<file path="src/pafm_pkg.sv">
// Package with register map, field layout and reset values of the pin-function mux.
package pafm_pkg;
   // Avalon word addresses (byte address divided by four).
   localparam logic [3:0] ADDR_SEL_WORD = 4'h0;
   localparam logic [3:0] ADDR_SEL_LOW = 4'h1;
   localparam logic [3:0] ADDR_SEL_HIGH = 4'h2;
   localparam logic [3:0] ADDR_DIR = 4'h3;
   localparam logic [3:0] ADDR_DATA = 4'h4;
   localparam logic [3:0] ADDR_CHOICE = 4'h5;
   localparam logic [3:0] ADDR_OPEN_DRAIN = 4'h6;
   localparam logic [3:0] ADDR_PIN_STATE = 4'h7;
   localparam logic [3:0] ADDR_KEY_RETURN = 4'h8;
   localparam logic [3:0] ADDR_SEL_RAW = 4'h9;

   localparam int PIN_COUNT = 16;
   localparam logic [15:0] SEL_RESET = 16'h0000;
   localparam logic [15:0] DIR_RESET = 16'hFFFF;
   localparam logic [15:0] ZERO16 = 16'h0000;
   localparam logic [3:0] BE_WORD = 4'h3;
   localparam logic [3:0] BE_BYTE0 = 4'h1;
   localparam logic [31:0] UNMAPPED_READ = 32'h0000_0000;
   localparam int BYTE_W = 8;
endpackage

</file>
<file path="src/pafm_pin_cell.sv">
// One shared pin: picks general I/O or alternate-function drive and output enable.
`timescale 1ns/1ps
module pafm_pin_cell (
   // Selection.
   input wire logic mode_sel,
   input wire logic choice_sel,
   input wire logic open_drain,
   // General port side.
   input wire logic port_out,
   input wire logic port_dir_in,
   // Alternate functions.
   input wire logic alt_a_out,
   input wire logic alt_a_oe,
   input wire logic alt_b_out,
   input wire logic alt_b_oe,
   // Pin.
   output logic pin_out,
   output logic pin_oe
);
   logic drv_val;
   logic drv_en;

   always_comb begin
      if (mode_sel) begin
         // Alternate function owns the pin whatever the port data and direction say.
         drv_val = choice_sel ? alt_b_out : alt_a_out; // RULE5 RULE6
         drv_en = choice_sel ? alt_b_oe : alt_a_oe; // RULE6
      end else begin
         drv_val = port_out; // RULE1
         drv_en = ~port_dir_in;
      end
      // Open drain only pulls low.
      if (open_drain) begin
         pin_out = 1'b0;
         pin_oe = drv_en & ~drv_val;
      end else begin
         pin_out = drv_val;
         pin_oe = drv_en;
      end
   end
endmodule

</file>
<file path="src/pafm_top.sv">
// Address/data port function mux with Avalon-MM register slave.
//
// The address map and the Avalon-MM register port were decided locally.
`timescale 1ns/1ps
// Summary of operation
// RULE1: An address/data pin is general I/O when its select bit is 0 and bus line n when 1.
// RULE2: The whole 16-bit select register is reached only by full 16-bit reads and writes; ADDR_SEL_RAW still reads it whole under any byte enables.
// RULE3: The upper and lower bytes of the select register are also separate byte or bit registers.
// RULE4: Byte-wide access to the upper register maps select bits 8 to 15 onto its bits 0 to 7.
// RULE5: An alternate-mode pin follows its function whatever its port data and direction say.
// RULE6: Dual-function pins use the first function when the choice bit is 0 and the second when 1.
// RULE7: Key-return use needs input direction, mode, choice and open drain clear, key enable set; the code does not check open drain.
// RULE8: Open-drain never alters function selection; a real-time output needs open drain off.
// RULE9: Software sets open drain to 1 for the two-wire serial data and clock functions.
// RULE10: Software programs both edge-select bits when a pin serves as an interrupt input.
// RULE11: Software writes all direction bits of the analog output port to input in one byte write.
// RULE12: The analog input function is present on every analog port pin without any setting.
// RULE13: Software enables 16 address outputs by writing choice zero and mode all ones at once.
// RULE14: After reset every select bit is clear so every pin starts as general I/O.
module pafm_top (
   // Clock and reset.
   input wire logic ref_clk,
   input wire logic rst_n,
   // Avalon-MM slave.
   input wire logic [3:0] avs_address,
   input wire logic avs_read,
   input wire logic avs_write,
   input wire logic [31:0] avs_writedata,
   input wire logic [3:0] avs_byteenable,
   output logic [31:0] avs_readdata,
   output logic avs_waitrequest,
   // External bus controller.
   input wire logic [15:0] muxed_bus_line_out,
   input wire logic [15:0] muxed_bus_line_oe,
   output logic [15:0] muxed_bus_line_in,
   // Second alternate function per pin.
   input wire logic [15:0] alt_func_out,
   input wire logic [15:0] alt_func_oe,
   output logic [15:0] alt_func_in,
   // Port pins.
   input wire logic [15:0] addr_data_port_pin_in,
   output logic [15:0] addr_data_port_pin_out,
   output logic [15:0] addr_data_port_pin_oe,
   // Key-return input status.
   output logic [15:0] key_return_input
);
   logic [15:0] sel_q;
   logic [15:0] dir_q;
   logic [15:0] data_q;
   logic [15:0] choice_q;
   logic [15:0] od_q;
   logic [15:0] key_en_q;
   logic [15:0] pin_meta_q;
   logic [15:0] pin_sync_q;
   logic ack_q;
   logic wait_q;
   logic [31:0] rdata_q;
   logic [15:0] pin_out_d;
   logic [15:0] pin_oe_d;
   logic [15:0] pin_out_q;
   logic [15:0] pin_oe_q;
   logic [15:0] bus_in_q;
   logic [15:0] alt_in_q;
   logic [15:0] key_q;
   logic access;
   logic wr_take;

   // Merge written bytes into a 16-bit register under byte enables.
   // Lanes 2 and 3 are ignored, since no register here is wider than 16 bits.
   function automatic logic [15:0] merge16(input logic [15:0] old, input logic [31:0] wd,
                                           input logic [3:0] be);
      merge16 = old;
      if (be[0]) merge16[7:0] = wd[7:0];
      if (be[1]) merge16[15:8] = wd[15:8];
   endfunction

   // Either direction starts the same single wait state.
   assign access = avs_read | avs_write;
   // One wait state: the request is accepted on the edge where ack_q is high.
   assign avs_waitrequest = wait_q;
   // A write lands only on the edge at which waitrequest is low.
   assign wr_take = avs_write & ack_q;

   // Waitrequest has its own flop, always the inverse of ack_q.
   always_ff @(posedge ref_clk) begin
      if (!rst_n) begin
         ack_q <= 1'b0;
         wait_q <= 1'b1;
      end else begin
         ack_q <= access & ~ack_q;
         wait_q <= ~(access & ~ack_q);
      end
   end

   // Select register: whole-word only when full 16 bits enabled, plus byte views.
   // A partial write to the whole-word view is dropped rather than merged.
   always_ff @(posedge ref_clk) begin
      if (!rst_n) begin
         sel_q <= pafm_pkg::SEL_RESET; // RULE14
      end else if (wr_take) begin
         case (avs_address)
            pafm_pkg::ADDR_SEL_WORD: begin
               if (avs_byteenable == pafm_pkg::BE_WORD) sel_q <= avs_writedata[15:0]; // RULE2
            end
            pafm_pkg::ADDR_SEL_LOW: begin
               if (avs_byteenable[0]) sel_q[7:0] <= avs_writedata[7:0]; // RULE3
            end
            pafm_pkg::ADDR_SEL_HIGH: begin
               if (avs_byteenable[0]) sel_q[15:8] <= avs_writedata[7:0]; // RULE3 RULE4
            end
            default: begin
            end
         endcase
      end
   end

   // Port configuration registers.
   // Direction bit 1 means input, so every pin comes out of reset undriven.
   always_ff @(posedge ref_clk) begin
      if (!rst_n) begin
         dir_q <= pafm_pkg::DIR_RESET;
         data_q <= pafm_pkg::ZERO16;
         choice_q <= pafm_pkg::ZERO16;
         od_q <= pafm_pkg::ZERO16;
         key_en_q <= pafm_pkg::ZERO16;
      end else if (wr_take) begin
         case (avs_address)
            pafm_pkg::ADDR_DIR: dir_q <= merge16(dir_q, avs_writedata, avs_byteenable);
            pafm_pkg::ADDR_DATA: data_q <= merge16(data_q, avs_writedata, avs_byteenable);
            pafm_pkg::ADDR_CHOICE: begin
               choice_q <= merge16(choice_q, avs_writedata, avs_byteenable);
            end
            pafm_pkg::ADDR_OPEN_DRAIN: od_q <= merge16(od_q, avs_writedata, avs_byteenable);
            pafm_pkg::ADDR_KEY_RETURN: begin
               key_en_q <= merge16(key_en_q, avs_writedata, avs_byteenable);
            end
            default: begin
            end
         endcase
      end
   end

   // Read data is captured on the first edge of a read, while waitrequest is still high,
   // so it stands at the edge where the master takes it.
   always_ff @(posedge ref_clk) begin
      if (!rst_n) begin
         rdata_q <= pafm_pkg::UNMAPPED_READ;
      end else if (avs_read & ~ack_q) begin
         rdata_q <= pafm_pkg::UNMAPPED_READ;
         case (avs_address)
            pafm_pkg::ADDR_SEL_WORD: begin
               if (avs_byteenable == pafm_pkg::BE_WORD) rdata_q[15:0] <= sel_q; // RULE2
            end
            pafm_pkg::ADDR_SEL_LOW: rdata_q[7:0] <= sel_q[7:0]; // RULE3
            pafm_pkg::ADDR_SEL_HIGH: rdata_q[7:0] <= sel_q[15:8]; // RULE4
            pafm_pkg::ADDR_DIR: rdata_q[15:0] <= dir_q;
            pafm_pkg::ADDR_DATA: rdata_q[15:0] <= data_q;
            pafm_pkg::ADDR_CHOICE: rdata_q[15:0] <= choice_q;
            pafm_pkg::ADDR_OPEN_DRAIN: rdata_q[15:0] <= od_q;
            // Pin state reads back whatever the direction, mode and choice bits say.
            pafm_pkg::ADDR_PIN_STATE: rdata_q[15:0] <= pin_sync_q; // RULE12
            pafm_pkg::ADDR_KEY_RETURN: rdata_q[15:0] <= key_en_q;
            pafm_pkg::ADDR_SEL_RAW: rdata_q[15:0] <= sel_q;
            // Unmapped words read as zero.
            default: rdata_q <= pafm_pkg::UNMAPPED_READ;
         endcase
      end
   end
   assign avs_readdata = rdata_q;

   // Per-pin steering; open drain is applied after selection so it never changes it.
   for (genvar i = 0; i < pafm_pkg::PIN_COUNT; i++) begin : g_pin
      pafm_pin_cell u_cell (
         .mode_sel(sel_q[i]),
         .choice_sel(choice_q[i]),
         .open_drain(od_q[i]), // RULE8
         .port_out(data_q[i]),
         .port_dir_in(dir_q[i]),
         .alt_a_out(muxed_bus_line_out[i]),
         .alt_a_oe(muxed_bus_line_oe[i]),
         .alt_b_out(alt_func_out[i]),
         .alt_b_oe(alt_func_oe[i]),
         .pin_out(pin_out_d[i]),
         .pin_oe(pin_oe_d[i])
      );
   end

   // Pin inputs cross two flip-flops before use.
   // Only pin_sync_q feeds logic; pin_meta_q may still be settling.
   always_ff @(posedge ref_clk) begin
      if (!rst_n) begin
         pin_meta_q <= pafm_pkg::ZERO16;
         pin_sync_q <= pafm_pkg::ZERO16;
      end else begin
         pin_meta_q <= addr_data_port_pin_in;
         pin_sync_q <= pin_meta_q;
      end
   end

   // Registered pin drive and function inputs.
   // The registered copy keeps pin drive free of glitches when several bits change at once.
   always_ff @(posedge ref_clk) begin
      if (!rst_n) begin
         pin_out_q <= pafm_pkg::ZERO16;
         pin_oe_q <= pafm_pkg::ZERO16;
         bus_in_q <= pafm_pkg::ZERO16;
         alt_in_q <= pafm_pkg::ZERO16;
         key_q <= pafm_pkg::ZERO16;
      end else begin
         pin_out_q <= pin_out_d;
         pin_oe_q <= pin_oe_d;
         // Function inputs are masked, so a peripheral that is not selected sees zero.
         bus_in_q <= pin_sync_q & sel_q & ~choice_q; // RULE1 RULE5
         alt_in_q <= pin_sync_q & sel_q & choice_q; // RULE6
         // Key return works when software set the pin up as a plain input.
         key_q <= pin_sync_q & key_en_q & dir_q & ~sel_q & ~choice_q; // RULE7
      end
   end
   // Every output leaves the block straight from a flop.
   assign addr_data_port_pin_out = pin_out_q;
   assign addr_data_port_pin_oe = pin_oe_q;
   assign muxed_bus_line_in = bus_in_q;
   assign alt_func_in = alt_in_q;
   assign key_return_input = key_q;
endmodule

</file>
<file path="config.mk">
export PLATFORM = sky130hd
export DESIGN_NAME = pafm_top
export DESIGN_NICKNAME = d
export VERILOG_FILES = /design/src/pafm_pkg.sv /design/src/pafm_pin_cell.sv /design/src/pafm_top.sv
export SDC_FILE = /design/constraint.sdc
export NUM_CORES = 1
export LEC_CHECK = 0
export ABC_AREA = 0
export BUFFER_PORTS_ARGS = -buffer_cell sky130_fd_sc_hd__buf_2
export CAP_MARGIN = 40
export CORE_MARGIN = 8
export CORE_UTILIZATION = 53
export DETAILED_ROUTE_END_ITERATION = 10
export GPL_TIMING_DRIVEN = 0
export PLACE_DENSITY = 0.8
export SETUP_SLACK_MARGIN = 0.1
export SLEW_MARGIN = 20
export SYNTH_ARGS = -nofsm -noshare
export SYNTH_HDL_FRONTEND = slang
export SYNTH_SLANG_ARGS = --single-unit
</file>
<file path="constraint.sdc">
create_clock -name ref_clk -period 1.9 [get_ports ref_clk]
set_input_delay 0 -clock ref_clk [delete_from_list [all_inputs] [get_ports ref_clk]]
set_output_delay 0 -clock ref_clk [all_outputs]
set_load 0.005 [all_outputs]
</file>
Word level (Yosys, flattened, before mapping). Index checks and enable logic that the tools add are counted.

Bits in registers: 226. Input port bits: 124. Output and inout bits: 113. Word-level logic and storage cells: 233.

Eq/ne operators: 13. Mux-type cells: 87. Bitwise operators: 64. Reductions and logical operators: 32.

Operators with widths (count): bitwise AND 16 bit (7); 2-to-1 mux 1 bit (80); one-hot mux 8 bit (9 select lines) (1); one-hot mux 8 bit (8 select lines) (1); inverter 1 bit (35); OR reduction 2 bit (17); 2-to-1 mux 16 bit (2); inverter 16 bit (2); one-hot mux 8 bit (2 select lines) (2); AND reduction 3 bit (10); bitwise AND 1 bit (19); == test 4 x 3 -> 1 bit, second input constant (4); == test 4 x 2 -> 1 bit, second input constant (3); == test 4 bit, second input constant (2); 2-to-1 mux 8 bit (1); AND reduction 4 bit (2); != test 2 bit, second input constant (3); == test 4 x 1 -> 1 bit, second input constant (1); zero test 4 bit (1); nonzero test 2 bit (2); bitwise OR 1 bit (1).

Longest topological paths before layout. Gate-level depths: netlist of the first run.

Depth after elaboration: 5. Gate-level depth with buffers: 7. Gate-level depth less buffers: 4.

Modules after synthesis. From an unflattened synthesis of the first run, not the netlist that was laid out.

Cell total of the unflattened synthesis: 1000. Area, all modules: 9476.6 um2.

Modules (own cells, without submodules): pafm_top (instances 1, cells an instance 888, area an instance 8495.6 um2, seq. area each 4524.3 um2); pafm_pin_cell (instances 16, cells an instance 7, area an instance 61.3 um2, seq. area each 0.0 um2).

Worst setup path before layout of the first run. OpenSTA, ideal clock, no wires.

Path kind: register to register. Start: register ack_q. End: register od_q[0]. Setup time: 0.128 ns. Data arrival time: 1.464 ns. Required time: 1.772 ns. Setup slack: 0.308 ns. Stages on the path, launching flop included: 6. Path buffers: 1. Period minus slack after synthesis: 1.592 ns. Path through: dfxtp_1 -> and3_1 -> clkbuf_1 -> nand3_1 -> mux2i_1 -> nor2_1.

Cells in the longest elaborated chain, start to end: 2.

Ends and longest elaborated chain: from (decl) (line pafm_top.sv:55) `logic ack_q;`; from (signal assigned) (line pafm_top.sv:90) `ack_q <= access & ~ack_q;`; bitwise AND 1 bit (line pafm_top.sv:82) `assign wr_take = avs_write & ack_q;`; AND reduction 3 bit (no line); to (signal assigned) (line pafm_top.sv:124) `od_q <= pafm_pkg::ZERO16;`; to (signal assigned) (line pafm_top.sv:133) `pafm_pkg::ADDR_OPEN_DRAIN: od_q <= merge16(od_q, avs_writedata, avs_byteenable);`; to (decl) (line pafm_top.sv:51) `logic [15:0] od_q;`.

No other way between the ends. A chain may end at the register's enable or synchronous reset.

Worst setup path after layout of the first run.
Start: input rst_n. End: register dir_q[14].

RTL lines: from (decl) (line pafm_top.sv:23) `input wire logic rst_n,`; to (signal assigned) (line pafm_top.sv:121) `dir_q <= pafm_pkg::DIR_RESET;`; to (signal assigned) (line pafm_top.sv:128) `pafm_pkg::ADDR_DIR: dir_q <= merge16(dir_q, avs_writedata, avs_byteenable);`; to (decl) (line pafm_top.sv:48) `logic [15:0] dir_q;`.

No word-level cell between the ends.

==> flow_summary.yaml, run 1 <==
status:
  outcome: "finished with violations"
  violations: "hold timing"
floorplanning:
  core_um2: 17300
  initial_core_util: 0.543
  rows: 48
  die_area_um2: 22300
  io_pins: 237
  die_x_um: 149
  fp.dieH_um: 149
timing:
  finClkSkew_ps: 13.3
  rsz0062_at_grt: "false"
  maxSlewHeadroom: 0.393
  fmax_mhz: 563
  slew_violations: 0
  post-route-min-period_ps: 1780
  hold_viol_final: 1
  setup_viol: 0
  timing.final.crit_share: 0.934
  whs_ps: -6.50
  worst_slew_pin_slew_ps: 911
setup_path:
  cp_top_family: "buffers and inverters"
  r2r_end: "addr_data_port_pin_out[1]$_SDFF_PP0_"
  max_stage_delay_ps: 720
  crit_required_ps: 2240
  path_cells: "dlygate4sd3_1, buf_2, clkbuf_1, buf_1, o211ai_1"
  cp-start-kind: "input port"
  worst_r2r_path_depth: 6
  crit-reg2reg-launch: "choice_q[1]$_SDFFE_PN0P_"
  rrSetupSlack_ps: 200
  slowest_stage: "buf_1"
  crit_path_end_kind: "flip-flop"
  crit_fanout: 10
  cp_num_buf_inv: 4
  crit_type: "input port to flip-flop"
  cp.arrival_ps: 2120
global_route:
  grt_pass1_wl_um: 51000
  antenna_found_initial: 3
  grt_use_total: 0.292
  grt_pass1_vias: 9265
  grt_max_degree: 13
  overflow: 0
yosys:
  synth_most_common_cell: "dfxtp_1"
  ys.flop_type: "dfxtp_1"
  ys_types: 57
  yosys_warnings: 0
  synth_commonest_cells: "226 x dfxtp_1, 121 x nand2_1, 111 x mux2i_1"
  ys_ff_latch: 226
  avgSynthCellArea_um2: 9.22
  ys_async_sr_fraction: 0
  ys_top_cells_by_area: "dfxtp_1 48%, mux2i_1 12%, nand2_1 4.8%"
  synth_edf_count: 0
  synth_area_um2: 9400
  synth_top_cell_by_area: "dfxtp_1"
  yosysTopAreaCellShare: 0.481
  synthCells: 1019
  synth_seq_area_share: 0.481
clock_network:
  insertion_delay_ps: 520
  htree_levels: 1
  cts_buffers: 24
  clockRootBuffer: "clkbuf_16"
  path_clk_slew_ps: 60
  cts_max_path_buffers: 3
  cts_tree: "built"
  clock_sinks: 226
pwr:
  cell_internal_pwr_uw: 7730
  sw_frac_of_total: 0.233
  p_per_area_nw_per_um2: 810
  power_frac_clock: 0.438
  combPwrFrac: 0.084
  vdd_drop_max_v: 0.000674
  power.share.sequential: 0.478
  p_leak_uw: 0.00524
  power.switching_uw: 2350
finish:
  multi_input_area_um2: 4390
  area_growth_pct: 32.5
  num-fill-cells: 1288
  drive_gt1_frac: 0.234
  fin_cells: 1596
  seqCellArea_um2: 4530
  final_nets: 1478
place:
  dp.cells: 1464
  hpwlAfterDp_um: 22300
  place.port_buffers: 202
  finalWeightedCongestion: 0.954
worst_hold_path:
  min_to: "addr_data_port_pin_out[5]$_SDFF_PP0_"
  whs_path_depth: 5
  hp-start: "muxed_bus_line_out[5]"
  hold_class: "input port to flip-flop"
routing:
  viasPerCell: 5.80
  drc: 0
  first_pass_iters: 5
  ant_nets: 0
  routed_wl_um: 33800
  first_iter_violations: 1065
  vias: 9257
  wire_per_inst_um: 21.2
job:
  cap_violations: 0
per-layer routing:
metal  global-route usage  routed length, µm  vias up
met4                0.161               1820        2
met2                0.461              15000      618
met1                0.343              12600     4287
met5               0.0295                 49        -
met3               0.0977               4300      144
li1                     -                  -     4206
through the flow:
stage	setup TNS (ps)	util	total power [µW]	area, µm²	worst slack, ps
after detailed placement	-3710	0.623	5580	10800	-422
after global routing	0	0.720	10300	12400	107
after CTS	0	0.716	10000	12400	104
after floorplan	0	-	5250	9460	308
final	0	0.720	10100	12400	125
after global placement	-2920	0.621	5560	10700	-368
power groups by stage:
| stage | registers, µW | logic [µW] | clock network (µW) |
|---|---|---|---|
| 2_1_floorplan | 4910 | 344 | 0 |
| 3_3_place_gp | 4920 | 646 | 0 |
| 4_1_cts | 4820 | 808 | 4410 |
| 5_1_grt | 4820 | 886 | 4640 |
| 3_5_place_dp | 4920 | 663 | 0 |
| 6_report | 4820 | 849 | 4420 |
worst min-delay path: stages:
cell and delay (ps):
buf_2 80, mux2i_1 70, nand2_1 70, o21ai_0 100
nor3_1 130
cell type report:
| cell class | count | share of cell area |
|---|---|---|
| buffer | 88 | 0.0369 |
| clock inverter | 3 | 0.00121 |
| multi-input combinational | 685 | 0.352 |
| inverter | 35 | 0.0106 |
| clock buffer | 37 | 0.0579 |
| antenna | 3 | 0.000603 |
| sequential | 226 | 0.364 |
| tap | 225 | 0.0226 |
| timing repair buffer | 294 | 0.154 |
repair_timing:
| action | in CTS | in global routing |
|---|---|---|
| gates resized for setup | 5 | 31 |
| endpoints found under the hold margin | 146 | 0 |
| endpoints found under the setup margin | 27 | 54 |
| hold buffers | 86 | 0 |
| setup buffers | 0 | 2 |
| pin swaps | 0 | 2 |
layout by cell type, fill, tap and decap left out, types with 8 or more instances in the layout:
cell type        n
dfxtp_1        225
buf_2          215
nand2_1        121
mux2i_1        111
nor2_1          86
dlygate4sd3_1   86
nand3_1         50
clkbuf_1        42
a21oi_1         42
and2_1          37
inv_1           34
o21ai_0         30
clkbuf_16       25
buf_4           24
nor3_1          17
clkbuf_2        16
conb_1          16
a211oi_1        14
mux2_2          12
nand2b_1        11
a221oi_1        11
o22ai_1         10
a311oi_1        10
nor3b_1          9
o2111a_1         9
nor4b_1          9
o21ai_1          8
how the worst max path moves through the flow:
stage | start | to | slack (ps) | depth (start not counted)
after floorplan | ack_q$_SDFF_PN0_ | od_q[0]$_SDFFE_PN0P_ | 310 | 5
after global placement | ack_q$_SDFF_PN0_ | od_q[2]$_SDFFE_PN0P_ | -370 | 5
after detailed placement | ack_q$_SDFF_PN0_ | od_q[2]$_SDFFE_PN0P_ | -420 | 5
after CTS | rst_n | dir_q[3]$_SDFFE_PN1P_ | 100 | 5
after global routing | choice_q[6]$_SDFFE_PN0P_ | addr_data_port_pin_oe[6]$_SDFF_PN0_ | 110 | 4
final | rst_n | dir_q[14]$_SDFFE_PN1P_ | 120 | 5
logic make-up (layout without fill, tap and decap cells):
group,Yosys count,after routing,synth area share
AO/OA/AOI/OAI,172,172,0.127
buffers and inverters,123,457,0.0607
flip-flops,226,226,0.481
multiplexers,123,123,0.133
other,1,19,0.000399
AND/OR/NAND/NOR,374,374,0.198
No activity file was read; power rests on OpenSTA's default activity.
==> run 2: changes to the inputs <==
- MAX_ROUTING_LAYER: not set -> met4
- SYNTH_HIERARCHICAL: not set -> 1
==> flow_summary.yaml, run 2 <==
clock_network:
  htree_levels: 1
  path_clk_slew_ps: 70
  cts_tree: "built"
  cts_max_path_buffers: 3
  insertion_delay_ps: 510
  clock_sinks: 226
  cts_buffers: 23
  clockRootBuffer: "clkbuf_16"
timing:
  hold_viol_final: 0
  setup_tns_ps: 0
  post-route-min-period_ps: 1740
  setup_viol: 0
  whs_ps: 18.2
  fmax_mhz: 573
  worst_slew_pin_slew_ps: 961
  timing.final.crit_share: 0.918
  finClkSkew_ps: 14.2
  slew_violations: 0
  maxSlewHeadroom: 0.359
  rsz0062_at_grt: "false"
yosys:
  synth_area_um2: 9480
  synthCells: 1000
  synth_commonest_cells: "226 x dfxtp_1, 116 x nor2_1, 110 x nand2_1"
  yosysTopAreaCellShare: 0.477
  avgSynthCellArea_um2: 9.48
  synth_seq_area_share: 0.477
  synth_most_common_cell: "dfxtp_1"
  yosys_warnings: 6
  ys_async_sr_fraction: 0
  synth_top_cell_by_area: "dfxtp_1"
  ys_types: 53
  ys_ff_latch: 226
  synth_edf_count: 0
  ys.flop_type: "dfxtp_1"
  ys_top_cells_by_area: "dfxtp_1 48%, mux2i_1 11%, nor2_1 4.6%"
routing:
  vias: 8715
  first_iter_violations: 930
  routed_wl_um: 31900
  viasPerCell: 5.71
  ant_nets: 0
  wire_per_inst_um: 20.9
  drc: 0
  first_pass_iters: 7
setup_path:
  crit_type: "flip-flop to flip-flop"
  max_stage_delay_ps: 700
  slowest_stage: "nor3_2"
  crit_fanout: 9
  crit_path_end_kind: "flip-flop"
  cp.arrival_ps: 2180
  cp-start-kind: "flip-flop"
  path_cells: "nand3_2, nor3_2, nand2_1, a21oi_1"
  crit_required_ps: 2330
finish:
  drive_gt1_frac: 0.268
  multi_input_area_um2: 4650
  final_nets: 1405
  area_growth_pct: 27.1
  final_common_cell: "dfxtp_1"
  most-common-layout-cells: "225 x dfxtp_1, 206 x buf_2, 115 x nor2_1"
  num_antenna_cells: 0
  seqCellArea_um2: 4530
  num-fill-cells: 1397
  fin_cells: 1525
floorplanning:
  die_area_um2: 22400
  fp.dieH_um: 150
  rows: 49
  die_x_um: 150
  core_um2: 17800
  io_pins: 237
  initial_core_util: 0.533
global_route:
  grt_pass1_vias: 8619
  antenna_found_initial: 0
  grt_pass1_wl_um: 48400
  grt_use_total: 0.284
  grt_max_degree: 15
  overflow: 0
place:
  finalWeightedCongestion: 0.978
  hpwlAfterDp_um: 22100
  place.port_buffers: 200
  dp.cells: 1447
pwr:
  total_power_uw: 10100
  p_leak_uw: 0.00521
  power_frac_clock: 0.452
  combPwrFrac: 0.072
  power.share.sequential: 0.477
  sw_frac_of_total: 0.231
  power.switching_uw: 2340
  cell_internal_pwr_uw: 7780
  vdd_drop_max_v: 0.000706
  p_per_area_nw_per_um2: 840
job:
  cap_violations: 0
status:
  outcome: "completed"
worst_hold_path:
  hold_class: "input port to flip-flop"
-- run 2: critical path: cells and delay by family (launching register included) --
kind,cells,cell delay (ps)
AND/OR/NAND/NOR,3,1080
flip-flops,1,410
AO/OA/AOI/OAI,1,170
-- run 2: repair_timing --
item / in CTS / in global routing
pin swaps: 2 / 2
hold endpoints to repair: 114 / 0
setup buffers: 2 / 3
hold buffers: 34 / 0
gates resized for setup: 8 / 7
setup endpoints to repair: 62 / 52
-- run 2: kinds of logic (layout without fill, tap and decap cells) --
family	Yosys count	after routing	synth area share
buf+inv	78	359	0.0419
flops	226	226	0.477
simple gates	441	441	0.235
compound gates	134	134	0.116
other cells	1	16	0.000396
mux	120	120	0.130
-- run 2: cell type report --
class,count,share of cell area
inverter,13,0.00416
multi-input combinational,711,0.386
tap,229,0.0238
buffer,64,0.0291
sequential,226,0.376
clock inverter,7,0.00769
clock buffer,33,0.0551
timing repair buffer,242,0.118
-- run 2: metrics by stage --
| step | utilization | cell area [µm²] | setup WS, ps |
|---|---|---|---|
| after floorplan | - | 9530 | 353 |
| after global placement | 0.609 | 10800 | -320 |
| after detailed placement | 0.611 | 10900 | -310 |
| after CTS | 0.675 | 12000 | 111 |
| after global routing | 0.677 | 12000 | 130 |
| final | 0.677 | 12000 | 155 |
-- run 2: power groups by stage --
| stage | logic [µW] | registers, µW | clock network [µW] |
|---|---|---|---|
| after floorplan | 330 | 4910 | 0 |
| after global placement | 623 | 4920 | 0 |
| after detailed placement | 637 | 4930 | 0 |
| after CTS | 701 | 4820 | 4570 |
| after global routing | 766 | 4820 | 4810 |
| final | 727 | 4820 | 4570 |
-- run 2: routing by layer --
metal / wire [µm] / GRT usage
met2: 14500 / 0.434
met3: 3300 / 0.0487
met5: 0 / -
met1: 12800 / 0.363
met4: 1260 / 0.128
-- run 2: path summary, 6_finish.rpt --
check	startpoint	to	slack, ps	cells past startpoint
max	ack_q$_SDFF_PN0_	data_q[14]$_SDFFE_PN0P_	160	4
min	muxed_bus_line_oe[10]	addr_data_port_pin_oe[10]$_SDFF_PN0_	20	4
max reg2reg	ack_q$_SDFF_PN0_	data_q[14]$_SDFFE_PN0P_	160	4
min reg2reg	pin_meta_q[6]$_SDFF_PN0_	pin_sync_q[6]$_SDFF_PN0_	430	1
==> run 3: changes to the inputs <==
- ABC_CLOCK_PERIOD_IN_PS: not set -> 1900
- BUFFER_PORTS_ARGS: -buffer_cell sky130_fd_sc_hd__buf_2 -> -buffer_cell sky130_fd_sc_hd__clkbuf_2
- CORE_MARGIN: 8 -> not set
==> flow_summary.yaml, run 3 (synthesized netlist as in run 2, its figures left out) <==
status:
  outcome: "completed"
setup_path:
  crit_type: "input port to flip-flop"
  cp-start-kind: "input port"
  max_stage_delay_ps: 740
  crit_path_frequent_cell: "clkbuf_1"
  crit_fanout: 10
  cp_num_buf_inv: 4
  crit-reg2reg-launch: "ack_q$_SDFF_PN0_"
  cp.arrival_ps: 2130
  crit_required_ps: 2240
  slowest_stage: "clkbuf_1"
  cp_top_family: "buffers and inverters"
  rrSetupSlack_ps: 210
  r2r_end: "key_en_q[8]$_SDFFE_PN0P_"
  worst_r2r_path_depth: 4
  path_cells: "clkbuf_1, clkbuf_1, clkbuf_1, clkbuf_1, nand3_1"
  crit_path_end_kind: "flip-flop"
floorplanning:
  die_area_um2: 18400
  die_x_um: 136
  core_um2: 17400
  fp.dieH_um: 136
  rows: 48
  initial_core_util: 0.546
  io_pins: 237
job:
  cap_violations: 0
timing:
  worst_slew_pin_slew_ps: 927
  slew_violations: 0
  setup_viol: 0
  fin_ws_ps: 114
  fmax_mhz: 560
  hold_viol_final: 0
  maxSlewHeadroom: 0.382
  whs_ps: 1.26
  rsz0062_at_grt: "false"
  timing.final.crit_share: 0.940
  post-route-min-period_ps: 1790
  finClkSkew_ps: 11.4
finish:
  drive_gt1_frac: 0.270
  fin_cells: 1523
  post-route-util: 0.692
  final_nets: 1409
  final_common_cell: "dfxtp_1"
  most-common-layout-cells: "225 x dfxtp_1, 205 x clkbuf_2, 115 x nor2_1"
  area_growth_pct: 26.8
  num-fill-cells: 1387
  design_area_um2: 12000
routing:
  wire_per_inst_um: 19.9
  routed_wl_um: 30300
  viasPerCell: 5.74
  first_iter_violations: 1030
  first_pass_iters: 6
  wl_met3_um: 3070
  vias: 8747
  drc: 0
  ant_nets: 0
  dr_wl_met2_um: 13800
  wl_met1_um: 12300
  maxUsedRoutingLayer: "met4"
pwr:
  p_leak_uw: 0.00515
  p_per_area_nw_per_um2: 816
  vdd_drop_max_v: 0.000634
place:
  place_area_um2: 10800
  hpwlAfterDp_um: 20700
  dp.cells: 1443
  place.port_buffers: 200
  finalWeightedCongestion: 0.939
  pre_cts_slack_ps: -318
clock_network:
  clock_sinks: 226
  cts_tree: "built"
  path_clk_slew_ps: 60
  cts_max_path_buffers: 3
  clockRootBuffer: "clkbuf_16"
  insertion_delay_ps: 510
  cts_buffers: 23
  htree_levels: 1
global_route:
  grt_use_total: 0.330
  grt_pass1_vias: 8068
  overflow: 0
  grt_max_degree: 15
  grt_pass1_wl_um: 44500
  antenna_found_initial: 1
worst_hold_path:
  hold_class: "input port to flip-flop"
  whs_path_depth: 4
  hp-start: "muxed_bus_line_oe[1]"
  min_to: "addr_data_port_pin_oe[1]$_SDFF_PN0_"
[run 3: how the worst max path moves through the flow]
stage	start	endpoint	slack, ps	depth (start not counted)
after floorplan	ack_q$_SDFF_PN0_	avs_readdata[1]$_SDFFE_PN0P_	350	6
after global placement	ack_q$_SDFF_PN0_	avs_readdata[2]$_SDFFE_PN0P_	-310	6
after detailed placement	ack_q$_SDFF_PN0_	avs_readdata[2]$_SDFFE_PN0P_	-320	6
after CTS	ack_q$_SDFF_PN0_	od_q[9]$_SDFFE_PN0P_	100	5
final	rst_n	dir_q[3]$_SDFFE_PN1P_	110	5
after global routing	avs_address[2]	od_q[2]$_SDFFE_PN0P_	140	7
[run 3: metal layers]
layer  vias up  global-route usage
met5         -                   -
met4         0               0.140
met3       101              0.0513
met2       569               0.513
met1      4055               0.426
li1       4022                   -
[run 3: where the power goes]
group / internal [µW] / total, µW / switching, µW
clock network: 2430 / 4240 / 1810
logic: 299 / 731 / 432
registers: 4790 / 4820 / 35.9
total: 7520 / 9800 / 2280
[run 3: final cells by class]
class                   instances  area, µm²  share of cell area
repair buffers                245       1450               0.121
inverters                      13       50.0             0.00417
flip-flops and latches        226       4530               0.377
clock buffers                  31        666              0.0554
well taps                     225        282              0.0234
multi-input cells             711       4650               0.387
diodes                          1       2.50            0.000208
plain buffers                  65        353              0.0294
clock inverters                 6       32.5             0.00271
[run 3: metrics by stage]
| stage | setup TNS, ps | total power, µW |
|---|---|---|
| 6_report | 0 | 9800 |
| 2_1_floorplan | 0 | 5240 |
| 5_1_grt | 0 | 10000 |
| 4_1_cts | 0 | 9760 |
| 3_3_place_gp | -14600 | 5550 |
| 3_5_place_dp | -14090 | 5560 |
[run 3: worst reg2reg max path, cell delays in order, from the launching register on]
cell	delay (ps)
dfxtp_2	410
nand3_2	280
nor2_2	550
mux2i_1	270
nor2_1	60
[run 3: what timing repair did]
action                                 CTS  global route
gates resized for setup                  8             7
buffers inserted                         3             3
endpoints found under the hold margin  114             0
pin swaps                                2             1
hold buffers                            34             0
setup endpoints to repair               63            38
